[src/inc/i2c_stat_consts.svh]
// Offsets, field positions, reset values and widths for the status block
`ifndef I2C_STAT_CONSTS_SVH
`define I2C_STAT_CONSTS_SVH

`define REG_STATUS        4'h0
`define REG_MASK          4'h1
`define REG_RX_BUFFER     4'h2
`define REG_TX_REGISTER   4'h3
`define REG_SLAVE_ADDR    4'h4
`define REG_CONTROL       4'h5

`define BIT_ACK_STATUS    15
`define BIT_MTX_PROGRESS  14
`define BIT_COLLISION     10
`define BIT_GEN_CALL      9
`define BIT_TEN_BIT_MATCH 8
`define BIT_WRITE_COLL    7
`define BIT_RX_OVERFLOW   6
`define BIT_DATA_ADDR     5
`define BIT_STOP_SEEN     4
`define BIT_START_SEEN    3
`define BIT_READ_WRITE    2
`define BIT_RX_FULL       1
`define BIT_TX_FULL       0

`define CTRL_TEN_BIT_SEL  0

`define MASK_WIDTH        10
`define STATUS_RESET      16'h0000
`define MASK_RESET        10'h000
`define GEN_CALL_ADDR     7'h00
`define TEN_BIT_PREFIX    5'h1E

`endif

[src/inc/i2c_stat_pkg.sv]
// Types shared by the status block
package i2c_stat_pkg;
  typedef logic [15:0] reg_word_t;
  typedef logic [7:0]  byte_t;
  typedef logic [9:0]  addr10_t;
endpackage

[src/hdl/i2c_status_and_address_mask.sv]
// Status flags and slave address masking of a two-wire bus controller
`timescale 1ns/1ps
`include "i2c_stat_consts.svh"

module i2c_status_and_address_mask #(
  parameter int MASK_W = `MASK_WIDTH
) (
  input  wire logic                      clk_in,
  input  wire logic                      rst_b_in,
  input  wire logic [3:0]                addr_in,
  input  wire logic [15:0]               wdata_in,
  input  wire logic                      wr_in,
  input  wire logic                      rd_in,
  output logic      [15:0]               rdata_out,
  input  wire logic                      module_busy_in,
  input  wire logic                      master_tx_start_in,
  input  wire logic                      slave_ack_done_in,
  input  wire logic                      slave_ack_bit_in,
  input  wire logic                      tx_done_in,
  input  wire logic                      collision_in,
  input  wire logic                      start_det_in,
  input  wire logic                      stop_det_in,
  input  wire logic                      byte_done_in,
  input  wire logic                      byte_is_addr_in,
  input  wire logic                      ten_bit_second_in,
  input  wire i2c_stat_pkg::byte_t       shift_byte_in,
  input  wire i2c_stat_pkg::byte_t       first_addr_byte_in,
  output logic                           rx_pulse_out,
  output logic                           addr_match_out,
  output logic                           tx_load_out,
  output i2c_stat_pkg::byte_t            tx_data_out
);

  ////////////////////////////////////////////////////////////////////////////
  // Reset release
  logic rst_s1_r;
  logic rst_s2_r;
  always_ff @(posedge clk_in or negedge rst_b_in) begin
    if (!rst_b_in) begin
      rst_s1_r <= 1'b0;
      rst_s2_r <= 1'b0;
    end else begin
      rst_s1_r <= 1'b1;
      rst_s2_r <= rst_s1_r;
    end
  end
  wire rst_b = rst_s2_r;

  ////////////////////////////////////////////////////////////////////////////
  // Registers
  logic                    ack_status_flag_r;
  logic                    master_tx_in_progress_r;
  logic                    collision_flag_r;
  logic                    general_call_received_r;
  logic                    ten_bit_match_flag_r;
  logic                    write_collision_flag_r;
  logic                    receive_overflow_flag_r;
  logic                    data_addr_r;
  logic                    stop_seen_r;
  logic                    start_seen_r;
  logic                    read_write_r;
  logic                    receive_buffer_full_flag_r;
  logic                    transmit_buffer_full_flag_r;
  logic [MASK_W-1:0]       address_mask_bits_r;
  i2c_stat_pkg::byte_t     receive_buffer_r;
  i2c_stat_pkg::byte_t     transmit_register_r;
  i2c_stat_pkg::addr10_t   stored_slave_address_r;
  logic                    ten_bit_address_select_r;
  logic                    tx_load_r;

  ////////////////////////////////////////////////////////////////////////////
  // Address decode
  wire sel_status = (addr_in == `REG_STATUS);
  wire sel_mask   = (addr_in == `REG_MASK);
  wire sel_rx     = (addr_in == `REG_RX_BUFFER);
  wire sel_tx     = (addr_in == `REG_TX_REGISTER);
  wire sel_sadr   = (addr_in == `REG_SLAVE_ADDR);
  wire sel_ctrl   = (addr_in == `REG_CONTROL);

  wire wr_status  = wr_in && sel_status;
  wire wr_mask    = wr_in && sel_mask;
  wire wr_tx      = wr_in && sel_tx;
  wire rd_rx      = rd_in && sel_rx;

  // Write collision: transmit write while busy is discarded
  // drop busy write
  wire tx_accept  = wr_tx && !module_busy_in;
  wire tx_reject  = wr_tx && module_busy_in;

  ////////////////////////////////////////////////////////////////////////////
  // Address compare
  // Ten-bit address byte 1 is 11110 A9 A8 R/W, byte 2 carries A7..A0
  // address width select
  wire [MASK_W-1:0] mask_eff = ten_bit_address_select_r ?
                               address_mask_bits_r :
                               {3'h0, address_mask_bits_r[6:0]};
  wire [9:0] rx_addr = ten_bit_address_select_r ?
                       {first_addr_byte_in[2:1], shift_byte_in} :
                       {3'h0, shift_byte_in[7:1]};
  wire [9:0] own_addr = ten_bit_address_select_r ?
                        stored_slave_address_r :
                        {3'h0, stored_slave_address_r[6:0]};
  wire addr_eq = (((rx_addr ^ own_addr) & ~mask_eff) == 10'h000);
  wire gen_call = !ten_bit_address_select_r && !ten_bit_second_in &&
                  (shift_byte_in[7:1] == `GEN_CALL_ADDR);

  wire addr_evt   = byte_done_in && byte_is_addr_in;
  wire match_evt  = addr_evt && addr_eq &&
                    (ten_bit_address_select_r == ten_bit_second_in);
  wire gc_evt     = addr_evt && gen_call;
  wire data_evt   = byte_done_in && !byte_is_addr_in;
  wire rx_xfer    = data_evt || match_evt || gc_evt;
  wire rw_bit     = ten_bit_second_in ? first_addr_byte_in[0] :
                                        shift_byte_in[0];

  ////////////////////////////////////////////////////////////////////////////
  // Master transmit flags
  always_ff @(posedge clk_in or negedge rst_b) begin
    if (!rst_b) begin
      ack_status_flag_r       <= 1'b0;
      master_tx_in_progress_r <= 1'b0;
    end else begin
      if (slave_ack_done_in) begin
        ack_status_flag_r <= slave_ack_bit_in;
      end
      if (master_tx_start_in) begin
        master_tx_in_progress_r <= 1'b1;
      end else if (slave_ack_done_in) begin
        master_tx_in_progress_r <= 1'b0;
      end
    end
  end

  ////////////////////////////////////////////////////////////////////////////
  // Sticky flags, set wins over software clear
  always_ff @(posedge clk_in or negedge rst_b) begin
    if (!rst_b) begin
      collision_flag_r        <= 1'b0;
      write_collision_flag_r  <= 1'b0;
      receive_overflow_flag_r <= 1'b0;
    end else begin
      if (collision_in) begin
        collision_flag_r <= 1'b1;
      end else if (wr_status && !wdata_in[`BIT_COLLISION]) begin
        collision_flag_r <= 1'b0;
      end
      if (tx_reject) begin
        write_collision_flag_r <= 1'b1;
      end else if (wr_status && !wdata_in[`BIT_WRITE_COLL]) begin
        write_collision_flag_r <= 1'b0;
      end
      if (rx_xfer && receive_buffer_full_flag_r && !rd_rx) begin
        receive_overflow_flag_r <= 1'b1;
      end else if (wr_status && !wdata_in[`BIT_RX_OVERFLOW]) begin
        receive_overflow_flag_r <= 1'b0;
      end
    end
  end

  ////////////////////////////////////////////////////////////////////////////
  // Bus condition and slave flags
  always_ff @(posedge clk_in or negedge rst_b) begin
    if (!rst_b) begin
      general_call_received_r <= 1'b0;
      ten_bit_match_flag_r    <= 1'b0;
      start_seen_r            <= 1'b0;
      stop_seen_r             <= 1'b0;
      data_addr_r             <= 1'b0;
      read_write_r            <= 1'b0;
    end else begin
      if (gc_evt) begin
        general_call_received_r <= 1'b1;
      end else if (stop_det_in) begin
        general_call_received_r <= 1'b0;
      end
      if (match_evt && ten_bit_second_in) begin
        ten_bit_match_flag_r <= 1'b1;
      end else if (stop_det_in) begin
        ten_bit_match_flag_r <= 1'b0;
      end
      if (start_det_in) begin
        start_seen_r <= 1'b1;
        stop_seen_r  <= 1'b0;
      end else if (stop_det_in) begin
        start_seen_r <= 1'b0;
        stop_seen_r  <= 1'b1;
      end
      if (match_evt || gc_evt) begin
        data_addr_r <= 1'b0;
      end else if (data_evt) begin
        data_addr_r <= 1'b1;
      end
      if (match_evt) begin
        read_write_r <= rw_bit;
      end
    end
  end

  ////////////////////////////////////////////////////////////////////////////
  // Buffers and software registers
  always_ff @(posedge clk_in or negedge rst_b) begin
    if (!rst_b) begin
      receive_buffer_full_flag_r  <= 1'b0;
      transmit_buffer_full_flag_r <= 1'b0;
      receive_buffer_r            <= 8'h00;
      transmit_register_r         <= 8'h00;
      tx_load_r                   <= 1'b0;
    end else begin
      tx_load_r <= tx_accept;
      if (rx_xfer) begin
        receive_buffer_r           <= shift_byte_in;
        receive_buffer_full_flag_r <= 1'b1;
      end else if (rd_rx) begin
        receive_buffer_full_flag_r <= 1'b0;
      end
      if (tx_accept) begin
        transmit_register_r         <= wdata_in[7:0];
        transmit_buffer_full_flag_r <= 1'b1;
      end else if (tx_done_in) begin
        transmit_buffer_full_flag_r <= 1'b0;
      end
    end
  end

  always_ff @(posedge clk_in or negedge rst_b) begin
    if (!rst_b) begin
      address_mask_bits_r      <= `MASK_RESET;
      stored_slave_address_r   <= 10'h000;
      ten_bit_address_select_r <= 1'b0;
    end else begin
      if (wr_mask) begin
        address_mask_bits_r <= wdata_in[MASK_W-1:0];
      end
      if (wr_in && sel_sadr) begin
        stored_slave_address_r <= wdata_in[9:0];
      end
      if (wr_in && sel_ctrl) begin
        ten_bit_address_select_r <= wdata_in[`CTRL_TEN_BIT_SEL];
      end
    end
  end

  ////////////////////////////////////////////////////////////////////////////
  // Read path
  i2c_stat_pkg::reg_word_t status_word;
  always_comb begin
    status_word                     = `STATUS_RESET;
    status_word[`BIT_ACK_STATUS]    = ack_status_flag_r;
    status_word[`BIT_MTX_PROGRESS]  = master_tx_in_progress_r;
    status_word[`BIT_COLLISION]     = collision_flag_r;
    status_word[`BIT_GEN_CALL]      = general_call_received_r;
    status_word[`BIT_TEN_BIT_MATCH] = ten_bit_match_flag_r;
    status_word[`BIT_WRITE_COLL]    = write_collision_flag_r;
    status_word[`BIT_RX_OVERFLOW]   = receive_overflow_flag_r;
    status_word[`BIT_DATA_ADDR]     = data_addr_r;
    status_word[`BIT_STOP_SEEN]     = stop_seen_r;
    status_word[`BIT_START_SEEN]    = start_seen_r;
    status_word[`BIT_READ_WRITE]    = read_write_r;
    status_word[`BIT_RX_FULL]       = receive_buffer_full_flag_r;
    status_word[`BIT_TX_FULL]       = transmit_buffer_full_flag_r;
  end

  wire [15:0] rd_mux =
    sel_status ? status_word :
    sel_mask   ? {6'h00, address_mask_bits_r} :
    sel_rx     ? {8'h00, receive_buffer_r} :
    sel_tx     ? {8'h00, transmit_register_r} :
    sel_sadr   ? {6'h00, stored_slave_address_r} :
    sel_ctrl   ? {15'h0000, ten_bit_address_select_r} :
                 16'h0000;

  always_ff @(posedge clk_in or negedge rst_b) begin
    if (!rst_b) begin
      rdata_out <= 16'h0000;
    end else begin
      rdata_out <= rd_in ? rd_mux : 16'h0000;
    end
  end

  assign rx_pulse_out   = rx_xfer;
  assign addr_match_out = match_evt || gc_evt;
  assign tx_load_out    = tx_load_r;
  assign tx_data_out    = transmit_register_r;

endmodule

[config.mk]
export PLATFORM = sky130hd
export DESIGN_NAME = i2c_status_and_address_mask
export DESIGN_NICKNAME = d
export VERILOG_FILES = /design/src/inc/i2c_stat_pkg.sv /design/src/hdl/i2c_status_and_address_mask.sv
export VERILOG_INCLUDE_DIRS = /design/src /design/src/inc
export SDC_FILE = /design/constraint.sdc
export NUM_CORES = 1
export LEC_CHECK = 0
export BUFFER_PORTS_ARGS = -buffer_cell sky130_fd_sc_hd__buf_2
export CAP_MARGIN = 20
export CORE_MARGIN = 1.5
export CORE_UTILIZATION = 45
export DETAILED_ROUTE_END_ITERATION = 12
export PLACE_DENSITY = 0.69
export REMOVE_ABC_BUFFERS = 1
export SETUP_SLACK_MARGIN = 0.5
export SLEW_MARGIN = 5
export SYNTH_ARGS = -nofsm -noshare
export SYNTH_HDL_FRONTEND = slang
export SYNTH_SLANG_ARGS = --single-unit
[constraint.sdc]
create_clock -name clk_in -period 5.48 [get_ports clk_in]
set_input_delay 0.822 -clock clk_in [delete_from_list [all_inputs] [get_ports clk_in]]
set_output_delay 0.822 -clock clk_in [all_outputs]
set_load 0.02 [all_outputs]
==> results of run 1 <==
[final cells by class]
type / count / area, um^2 / area share, %
Inverter: 14 / 52.55 / 1.393
Sequential cell: 66 / 1653 / 43.80
Timing Repair Buffer: 67 / 342.8 / 9.085
Clock buffer: 13 / 148.9 / 3.946
Multi-Input combinational cell: 188 / 1441 / 38.20
Clock inverter: 3 / 15.01 / 0.3979
Tap cell: 96 / 120.1 / 3.183
[registers in the layout, indices dropped and copies added, names as in the netlist, 8 cells and up]
signal	count
stored_slave_address_r	10
receive_buffer_r	8
tx_data_out	8
rdata_out	13
address_mask_bits_r	10
[routing by layer]
| metal | wire length [um] | vias to the layer above | track usage [%] |
|---|---|---|---|
| li1 | - | 1115 | - |
| met1 | 3416 | 1152 | 28.39 |
| met2 | 3456 | 74 | 33.29 |
| met3 | 431 | 9 | 4.430 |
| met4 | 133 | 0 | 9.957 |
| met5 | 0 | - | 0 |
[synth_stat cells (4+ instances only)]
cell                       number  area (um^2)
sky130_fd_sc_hd__nor2_1        24        90.09
sky130_fd_sc_hd__nor3_1         4        20.02
sky130_fd_sc_hd__inv_1         14        52.55
sky130_fd_sc_hd__xor2_1         4        35.03
sky130_fd_sc_hd__o21ai_0       19        95.09
sky130_fd_sc_hd__nand2_1       11        41.29
sky130_fd_sc_hd__mux2i_1       18        180.2
sky130_fd_sc_hd__clkbuf_1       7        26.28
sky130_fd_sc_hd__mux2_2        31        349.1
sky130_fd_sc_hd__o22a_1         4        35.03
sky130_fd_sc_hd__nor2b_1       11        68.82
sky130_fd_sc_hd__a21oi_1        6        30.03
sky130_fd_sc_hd__mux2_4         7        105.1
sky130_fd_sc_hd__a21boi_0       6        45.04
sky130_fd_sc_hd__a21o_1         5        37.54
sky130_fd_sc_hd__dfrtp_1       66         1652
sky130_fd_sc_hd__buf_4          4        30.03
[metrics by stage]
| step | worst slack [ns] | instances | area (um^2) | hold WS, ns |
|---|---|---|---|---|
| 5_1_grt | 1.691 | 447 | 3774 | 0.2376 |
| 6_report | 1.906 | 447 | 3774 | 0.2434 |
| 3_5_place_dp | 2.028 | 431 | 3610 | 0.3037 |
| 3_3_place_gp | 2.017 | 431 | 3610 | 0.2951 |
| 4_1_cts | 1.907 | 447 | 3774 | 0.2344 |
| 2_1_floorplan | 2.249 | 268 | 3139 | 0.3312 |
[where the power goes]
part,internal [mW],switching (mW),leakage [nW]
logic,0.130,0.129,0.950
clock network,0.175,0.182,0.0872
registers,0.559,0.0576,0.817
total,0.863,0.369,1.85
[worst max-delay path by stage]
stage	start	end	depth (start not counted)
floorplan	ten_bit_second_in	rx_pulse_out	6
finish	ten_bit_address_select_r	rx_pulse_out	8
global route	ten_bit_address_select_r	rx_pulse_out	8
global placement	ten_bit_second_in	rx_pulse_out	9
detailed placement	ten_bit_second_in	rx_pulse_out	9
CTS	ten_bit_address_select_r	rx_pulse_out	8
[cell families after synthesis]
kind of cell	after synthesis	synth area share (%)
flops	66	51.32
other cells	2	0.2334
simple gates	68	11.00
fa+ha+maj	1	0.3887
mux	56	19.71
xor+xnor	7	1.905
buf+inv	30	4.316
compound gates	52	11.12
==> impl_results.html, run 1 <==
<table>
<tr><th>Metric</th><th>Value</th></tr>
<tr><th colspan="2">Yosys</th></tr>
<tr><td>Count of state elements after synthesis</td><td>66</td></tr>
<tr><td>Yosys cell types</td><td>43</td></tr>
<tr><td>EDFF count, synth</td><td>0</td></tr>
<tr><td>Synthesized instance count</td><td>282</td></tr>
<tr><td>Total of warnings raised by yosys</td><td>0</td></tr>
<tr><td>Share of flip-flops with an asynchronous set or reset after synthesis</td><td>100.0%</td></tr>
<tr><td>Share of synthesized area occupied by flip-flops and latches</td><td>51.32%</td></tr>
<tr><td>Average cell area after synthesis</td><td>11.41 um^2</td></tr>
<tr><td>Netlist Area Pre-Place</td><td>3218 um^2</td></tr>
<tr><td>Most instantiated flip-flop cell in the synthesis netlist</td><td>sky130_fd_sc_hd__dfrtp_1</td></tr>
<tr><th colspan="2">Finish</th></tr>
<tr><td>Fraction of final layout cells sized beyond drive strength 1</td><td>36.18%</td></tr>
<tr><td>Util after Layout</td><td>54.94%</td></tr>
<tr><td>Commonest non-fill, non-tap cell in the layout</td><td>sky130_fd_sc_hd__dfrtp_1</td></tr>
<tr><td>Post-layout nets</td><td>398</td></tr>
<tr><td>Antenna Cells</td><td>0</td></tr>
<tr><td>Synth-to-layout area growth</td><td>17.26%</td></tr>
<tr><td>Commonest non-fill, non-tap cells in the layout</td><td>65 x sky130_fd_sc_hd__dfrtp_1, 64 x sky130_fd_sc_hd__buf_2, 31 x sky130_fd_sc_hd__mux2_2</td></tr>
<tr><td>Number of filler cells placed in the layout</td><td>626</td></tr>
<tr><th colspan="2">Clock tree</th></tr>
<tr><td>Count of hold-fix buffers inserted at cts</td><td>0</td></tr>
<tr><td>Count of instances resized after the clock tree is built</td><td>0</td></tr>
<tr><td>Number of setup buffers added after CTS</td><td>0</td></tr>
<tr><td>Clock insertion delay at the later pin of the skew report</td><td>0.35 ns</td></tr>
<tr><td>Clock transition at the registers of the reported paths</td><td>0.07 ns</td></tr>
<tr><td>CTS root buffer</td><td>sky130_fd_sc_hd__clkbuf_8</td></tr>
<tr><td>CTS tree</td><td>done</td></tr>
<tr><td>CTS sink cnt</td><td>66</td></tr>
<tr><td>Clock buffer count from CTS</td><td>9</td></tr>
<tr><td>H-tree depth</td><td>3</td></tr>
<tr><td>Clock tree buffer depth</td><td>2</td></tr>
<tr><th colspan="2">STA</th></tr>
<tr><td>Worst-case clock skew</td><td>0.007724 ns</td></tr>
<tr><td>Endpoints failing hold</td><td>0</td></tr>
<tr><td>Maximum clock frequency</td><td>279.8 MHz</td></tr>
<tr><td>Actual slew at the worst max-slew pin</td><td>1.069 ns</td></tr>
<tr><td>Max-slew violation count</td><td>0</td></tr>
<tr><td>Post-layout min period</td><td>3.574 ns</td></tr>
<tr><td>Setup Total Neg Slack</td><td>0 ns</td></tr>
<tr><td>Worst relative slew slack</td><td>28.34%</td></tr>
<tr><td>Unrepaired setup endpoints after global routing</td><td>no</td></tr>
<tr><td>Final-report setup violation count</td><td>0</td></tr>
<tr><td>Final worst path period share</td><td>65.22%</td></tr>
<tr><th colspan="2">Worst setup path</th></tr>
<tr><td>Dominant delay contributor by cell family on the critical path</td><td>simple AND/OR/NAND/NOR gates</td></tr>
<tr><td>Worst reg2reg path startpoint</td><td>ten_bit_address_select_r</td></tr>
<tr><td>Startpoint kind of the worst setup timing path</td><td>flip-flop</td></tr>
<tr><td>Slowest CP cell</td><td>sky130_fd_sc_hd__dfrtp_1</td></tr>
<tr><td>Crit path kind</td><td>reg -&gt; out</td></tr>
<tr><td>Worst-case register-to-register setup slack</td><td>2.84 ns</td></tr>
<tr><td>WP data arrival</td><td>2.75 ns</td></tr>
<tr><td>Buffers plus inverters on the worst setup path</td><td>3</td></tr>
<tr><td>Crit path cell chain</td><td>inv_1 &gt; ha_1 &gt; or4b_1 &gt; nor3_1 &gt; buf_4 &gt; nor2_1 &gt; o31ai_1 &gt; buf_2</td></tr>
<tr><td>Length in cells of the worst reg-to-reg path</td><td>8</td></tr>
<tr><td>Maximum single-stage delay on the critical path</td><td>0.56 ns</td></tr>
<tr><td>Worst r2r dst</td><td>receive_buffer_r[0]</td></tr>
<tr><td>CP required</td><td>4.66 ns</td></tr>
<tr><td>Critical Path End Type</td><td>primary output</td></tr>
<tr><td>Maximum fanout encountered on the critical timing path</td><td>10</td></tr>
<tr><th colspan="2">Global routing</th></tr>
<tr><td>Maximum number of pins on one net before global-route repair</td><td>38</td></tr>
<tr><td>GRT Resource Usage Total</td><td>21.24%</td></tr>
<tr><td>Global-route wire length before repair</td><td>11,970 um</td></tr>
<tr><td>Sum of overflow across all layers after global routing</td><td>0</td></tr>
<tr><td>Number of global-route vias before repair</td><td>2,374</td></tr>
<tr><td>Number of antenna violations at the first check in global routing</td><td>0</td></tr>
<tr><th colspan="2">Power</th></tr>
<tr><td>Peak ir drop on the vdd network</td><td>188.6 uV</td></tr>
<tr><td>Static Leakage</td><td>1.855 nW</td></tr>
<tr><td>Design Power</td><td>1.232 mW</td></tr>
<tr><td>Power density relative to cell area</td><td>326.5 nW/um^2</td></tr>
<tr><th colspan="2">Placement</th></tr>
<tr><td>Final weighted congestion in routability-driven placement</td><td>0.8237</td></tr>
<tr><td>Count of buffers from port buffering</td><td>64</td></tr>
<tr><td>Detailed Place HPWL</td><td>5175 um</td></tr>
<tr><th colspan="2">Floorplanning</th></tr>
<tr><td>Die Outline Area</td><td>7668 um^2</td></tr>
<tr><td>Number of placement rows</td><td>30</td></tr>
<tr><td>Initial cell density of the core</td><td>46.85%</td></tr>
<tr><td>Die Y-Extent</td><td>87.57 um</td></tr>
<tr><td>Die width</td><td>87.57 um</td></tr>
<tr><td>I/O Pins</td><td>78</td></tr>
<tr><td>Core region area</td><td>6869 um^2</td></tr>
<tr><th colspan="2">Flow run</th></tr>
<tr><td>Max-cap violation count</td><td>0</td></tr>
<tr><th colspan="2">Routing</th></tr>
<tr><td>Wire length per cell</td><td>16.64 um</td></tr>
<tr><td>Drt total wl</td><td>7438 um</td></tr>
<tr><td>Via density per instance</td><td>5.257</td></tr>
<tr><td>Total iterations of the first detailed-routing run</td><td>4</td></tr>
<tr><td>Number of design-rule violations left by the first detailed-router iteration</td><td>163</td></tr>
<tr><td>Total number of vias</td><td>2,350</td></tr>
<tr><td>Number of nets with antenna violations after routing</td><td>0</td></tr>
<tr><td>DR DRC count</td><td>0</td></tr>
<tr><th colspan="2">Outcome</th></tr>
<tr><td>Outcome</td><td>completed</td></tr>
<tr><th colspan="2">Hold path</th></tr>
<tr><td>Min-Delay Path Class</td><td>in -&gt; async</td></tr>
</table>
(Power assumes the default switching activity.)
==> run 2, diff against run 1 <==
ABC_AREA = 1   (was unset)
clock period = 3.56 ns   (was 5.48 ns; I/O delays follow)
==> run 2 against run 1 <==
Design area rose by 1.0%. Sequential power rose by 51%. Total power rose by 62%. Critical path type unchanged. Critical endpoint unchanged.
==> impl_results.html, run 2 <==
<table>
<tr><th>Metric</th><th>Value</th></tr>
<tr><th colspan="2">Finish</th></tr>
<tr><td>Fraction of final layout cells sized beyond drive strength 1</td><td>22.99%</td></tr>
<tr><td>Number of filler cells placed in the layout</td><td>670</td></tr>
<tr><td>Flip-flop count of the largest register, all copies and words added</td><td>13</td></tr>
<tr><td>Synth-to-layout area growth</td><td>18.47%</td></tr>
<tr><td>Antenna Cells</td><td>0</td></tr>
<tr><td>Final std cells w/o fill</td><td>557</td></tr>
<tr><td>Register with the highest flop count</td><td>rdata_out</td></tr>
<tr><td>Post-layout nets</td><td>508</td></tr>
<tr><td>Commonest non-fill, non-tap cell in the layout</td><td>sky130_fd_sc_hd__nand2_1</td></tr>
<tr><td>Commonest non-fill, non-tap cells in the layout</td><td>102 x sky130_fd_sc_hd__nand2_1, 64 x sky130_fd_sc_hd__dfrtp_1, 64 x sky130_fd_sc_hd__buf_2</td></tr>
<tr><td>Largest registers in the final layout</td><td>rdata_out (13), address_mask_bits_r (10), stored_slave_address_r (10)</td></tr>
<tr><td>Finished Cell Area</td><td>3812 um^2</td></tr>
<tr><th colspan="2">Routing</th></tr>
<tr><td>DR DRC count</td><td>0</td></tr>
<tr><td>Via density per instance</td><td>4.987</td></tr>
<tr><td>Highest metal layer used by the detailed router</td><td>met4</td></tr>
<tr><td>Routed length on met2</td><td>3624 um</td></tr>
<tr><td>Drt total wl</td><td>7954 um</td></tr>
<tr><td>Number of design-rule violations left by the first detailed-router iteration</td><td>231</td></tr>
<tr><td>Met1 Wirelength</td><td>3751 um</td></tr>
<tr><td>Total number of vias</td><td>2,778</td></tr>
<tr><td>Total iterations of the first detailed-routing run</td><td>6</td></tr>
<tr><td>Wire length per cell</td><td>14.28 um</td></tr>
<tr><td>Routed met3 length</td><td>430 um</td></tr>
<tr><td>Number of nets with antenna violations after routing</td><td>0</td></tr>
<tr><th colspan="2">STA</th></tr>
<tr><td>Post-layout min period</td><td>2.906 ns</td></tr>
<tr><td>Unrepaired setup endpoints after global routing</td><td>no</td></tr>
<tr><td>Endpoints failing hold</td><td>0</td></tr>
<tr><td>Final-report setup violation count</td><td>0</td></tr>
<tr><td>Final worst path period share</td><td>81.62%</td></tr>
<tr><td>Worst relative slew slack</td><td>50.14%</td></tr>
<tr><td>Setup Total Neg Slack</td><td>0 ns</td></tr>
<tr><td>Max-slew violation count</td><td>0</td></tr>
<tr><td>Actual slew at the worst max-slew pin</td><td>0.7479 ns</td></tr>
<tr><td>Worst-case clock skew</td><td>0.008837 ns</td></tr>
<tr><td>Maximum clock frequency</td><td>344.1 MHz</td></tr>
<tr><th colspan="2">Clock tree</th></tr>
<tr><td>Clock transition at the registers of the reported paths</td><td>0.08 ns</td></tr>
<tr><td>Clock insertion delay at the later pin of the skew report</td><td>0.35 ns</td></tr>
<tr><td>Clock tree buffer depth</td><td>2</td></tr>
<tr><td>CTS tree</td><td>done</td></tr>
<tr><td>CTS root buffer</td><td>sky130_fd_sc_hd__clkbuf_8</td></tr>
<tr><td>CTS sink cnt</td><td>66</td></tr>
<tr><td>H-tree depth</td><td>3</td></tr>
<tr><td>Clock buffer count from CTS</td><td>9</td></tr>
<tr><td>Number of setup buffers added after CTS</td><td>0</td></tr>
<tr><th colspan="2">Floorplanning</th></tr>
<tr><td>Core region area</td><td>6869 um^2</td></tr>
<tr><td>Die Y-Extent</td><td>87.57 um</td></tr>
<tr><td>Die Outline Area</td><td>7668 um^2</td></tr>
<tr><td>Number of placement rows</td><td>30</td></tr>
<tr><td>Die width</td><td>87.57 um</td></tr>
<tr><td>I/O Pins</td><td>78</td></tr>
<tr><td>Initial cell density of the core</td><td>46.85%</td></tr>
<tr><th colspan="2">Global routing</th></tr>
<tr><td>Number of global-route vias before repair</td><td>2,589</td></tr>
<tr><td>Sum of overflow across all layers after global routing</td><td>0</td></tr>
<tr><td>Number of antenna violations at the first check in global routing</td><td>0</td></tr>
<tr><td>GRT Resource Usage Total</td><td>22.63%</td></tr>
<tr><td>Global-route wire length before repair</td><td>12,870 um</td></tr>
<tr><td>Maximum number of pins on one net before global-route repair</td><td>36</td></tr>
<tr><th colspan="2">Worst setup path</th></tr>
<tr><td>Maximum fanout encountered on the critical timing path</td><td>13</td></tr>
<tr><td>Critical Path End Type</td><td>primary output</td></tr>
<tr><td>WP data arrival</td><td>2.37 ns</td></tr>
<tr><td>Crit path kind</td><td>reg -&gt; out</td></tr>
<tr><td>Startpoint kind of the worst setup timing path</td><td>flip-flop</td></tr>
<tr><td>CP required</td><td>3.03 ns</td></tr>
<tr><th colspan="2">Yosys</th></tr>
<tr><td>Average cell area after synthesis</td><td>8.209 um^2</td></tr>
<tr><td>Count of state elements after synthesis</td><td>66</td></tr>
<tr><td>EDFF count, synth</td><td>0</td></tr>
<tr><td>Leading post-synthesis cells by cell area</td><td>sky130_fd_sc_hd__dfrtp_1 51%, sky130_fd_sc_hd__nand2_1 12%, sky130_fd_sc_hd__o21ai_0 6.4%</td></tr>
<tr><td>Leading post-synthesis cells by instance count</td><td>102 x sky130_fd_sc_hd__nand2_1, 66 x sky130_fd_sc_hd__dfrtp_1, 51 x sky130_fd_sc_hd__inv_1, 41 x sky130_fd_sc_hd__o21ai_0, 23 x sky130_fd_sc_hd__a21oi_1</td></tr>
<tr><td>Total of warnings raised by yosys</td><td>0</td></tr>
<tr><td>Share of flip-flops with an asynchronous set or reset after synthesis</td><td>100.0%</td></tr>
<tr><td>Proportion of netlist area held by the largest area contributor</td><td>51.32%</td></tr>
<tr><td>Most instantiated flip-flop cell in the synthesis netlist</td><td>sky130_fd_sc_hd__dfrtp_1</td></tr>
<tr><td>Yosys cell types</td><td>35</td></tr>
<tr><td>Share of synthesized area occupied by flip-flops and latches</td><td>51.32%</td></tr>
<tr><td>Area leader, netlist</td><td>sky130_fd_sc_hd__dfrtp_1</td></tr>
<tr><td>Leading cell type by number of instances after synthesis</td><td>sky130_fd_sc_hd__nand2_1</td></tr>
<tr><td>Netlist Area Pre-Place</td><td>3218 um^2</td></tr>
<tr><td>Synthesized instance count</td><td>392</td></tr>
<tr><th colspan="2">Placement</th></tr>
<tr><td>Detailed Place HPWL</td><td>5717 um</td></tr>
<tr><td>Total placed cells including tap cells</td><td>540</td></tr>
<tr><td>Count of buffers from port buffering</td><td>64</td></tr>
<tr><td>Area after DPL</td><td>3583 um^2</td></tr>
<tr><td>Final weighted congestion in routability-driven placement</td><td>0.8906</td></tr>
<tr><th colspan="2">Power</th></tr>
<tr><td>Static Leakage</td><td>2.005 nW</td></tr>
<tr><td>Design Power</td><td>1.990 mW</td></tr>
<tr><td>Relative contribution of combinational cells to total power</td><td>18.4%</td></tr>
<tr><td>Net switching share of the total power</td><td>30.95%</td></tr>
<tr><td>Clock power share</td><td>34.8%</td></tr>
<tr><td>Peak ir drop on the vdd network</td><td>215.3 uV</td></tr>
<tr><td>Power density relative to cell area</td><td>522.1 nW/um^2</td></tr>
<tr><td>Switching power</td><td>0.6161 mW</td></tr>
<tr><td>Internal power consumption</td><td>1.374 mW</td></tr>
<tr><td>Proportion of power drawn by flip-flops and latches</td><td>46.8%</td></tr>
<tr><th colspan="2">Hold path</th></tr>
<tr><td>Min-Delay Path Class</td><td>reg -&gt; async</td></tr>
<tr><th colspan="2">Outcome</th></tr>
<tr><td>Outcome</td><td>completed</td></tr>
<tr><th colspan="2">Flow run</th></tr>
<tr><td>Max-cap violation count</td><td>0</td></tr>
</table>
-- run 2: changes by cell type in the layout (fill, tap and decap cells not counted), sizes merged, moves of 18 or more --
cell / change
nand2: +99
mux2: -38
mux2i: -18
o21ai: +29
inv: +38
nand3: +20
-- run 2: cell families after synthesis --
logic type               Yosys count  share of synthesized area, %
adder cells (fa/ha/maj)            1                        0.3887
AND/OR/NAND/NOR                  169                         24.38
buffers and inverters             71                         9.370
other                              2                        0.2334
AO/OA/AOI/OAI                     83                         14.31
flip-flops                        66                         51.32
-- run 2: through the flow --
| step | setup slack [ns] | hold slack [ns] | util, % |
|---|---|---|---|
| floorplan | 1.369 | 0.2384 | - |
| global placement | 0.8997 | 0.3192 | 52.17 |
| detailed placement | 0.8875 | 0.3216 | 52.17 |
| CTS | 0.5077 | 0.3473 | 55.48 |
| global route | 0.5648 | 0.3550 | 55.50 |
| finish | 0.6542 | 0.3354 | 55.50 |
-- run 2: layout make-up --
class	instances	area (um^2)	share of cell area (%)
Clock buffer	9	123.9	3.249
Clock inverter	7	93.84	2.461
Inverter	56	210.2	5.514
Multi-Input combinational cell	257	1272	33.38
Sequential cell	66	1654	43.39
Tap cell	96	120.1	3.151
Timing Repair Buffer	66	337.8	8.861
-- run 2: final timing paths --
check	slack, ns	cells after the start	end	from
worst max-delay path	0.65	5	rx_pulse_out	ten_bit_address_select_r
max in group asynchronous	2.34	1	stored_slave_address_r[8]	rst_b
worst max register to register	1.52	6	receive_overflow_flag_r	ten_bit_address_select_r
worst min-delay path	0.34	0	tx_data_out[6]	rst_b
min in group clk_in	0.35	2	stop_seen_r	start_det_in
worst min register to register	0.34	0	tx_data_out[6]	rst_b
-- run 2: metal layers --
metal / global-route usage, % / vias to the layer above
met4: 10.10 / 0
met5: 0 / -
li1: - / 1381
met2: 34.27 / 87
met1: 32.10 / 1297
met3: 3.770 / 13
-- run 2: power groups by stage --
| stage | clock (mW) | combinational [mW] | sequential [mW] |
|---|---|---|---|
| floorplan | 0 | 0.228 | 0.951 |
| global placement | 0 | 0.354 | 0.941 |
| detailed placement | 0 | 0.367 | 0.943 |
| CTS | 0.701 | 0.368 | 0.929 |
| global route | 0.730 | 0.416 | 0.945 |
| finish | 0.692 | 0.367 | 0.932 |
-- run 2: critical path, cell delays in order, from the launching register on --
cell	delay, ns
sky130_fd_sc_hd__dfrtp_2	0.52
sky130_fd_sc_hd__inv_2	0.24
sky130_fd_sc_hd__ha_1	0.19
sky130_fd_sc_hd__nand4_1	0.48
sky130_fd_sc_hd__nand3_4	0.38
sky130_fd_sc_hd__buf_2	0.22
-- run 2: timing repair --
action / CTS / global route
resized for setup: 0 / 1
endpoints found under the hold margin: 2 / 0
endpoints found under the setup margin: 0 / 2
hold buffers: 1 / 0
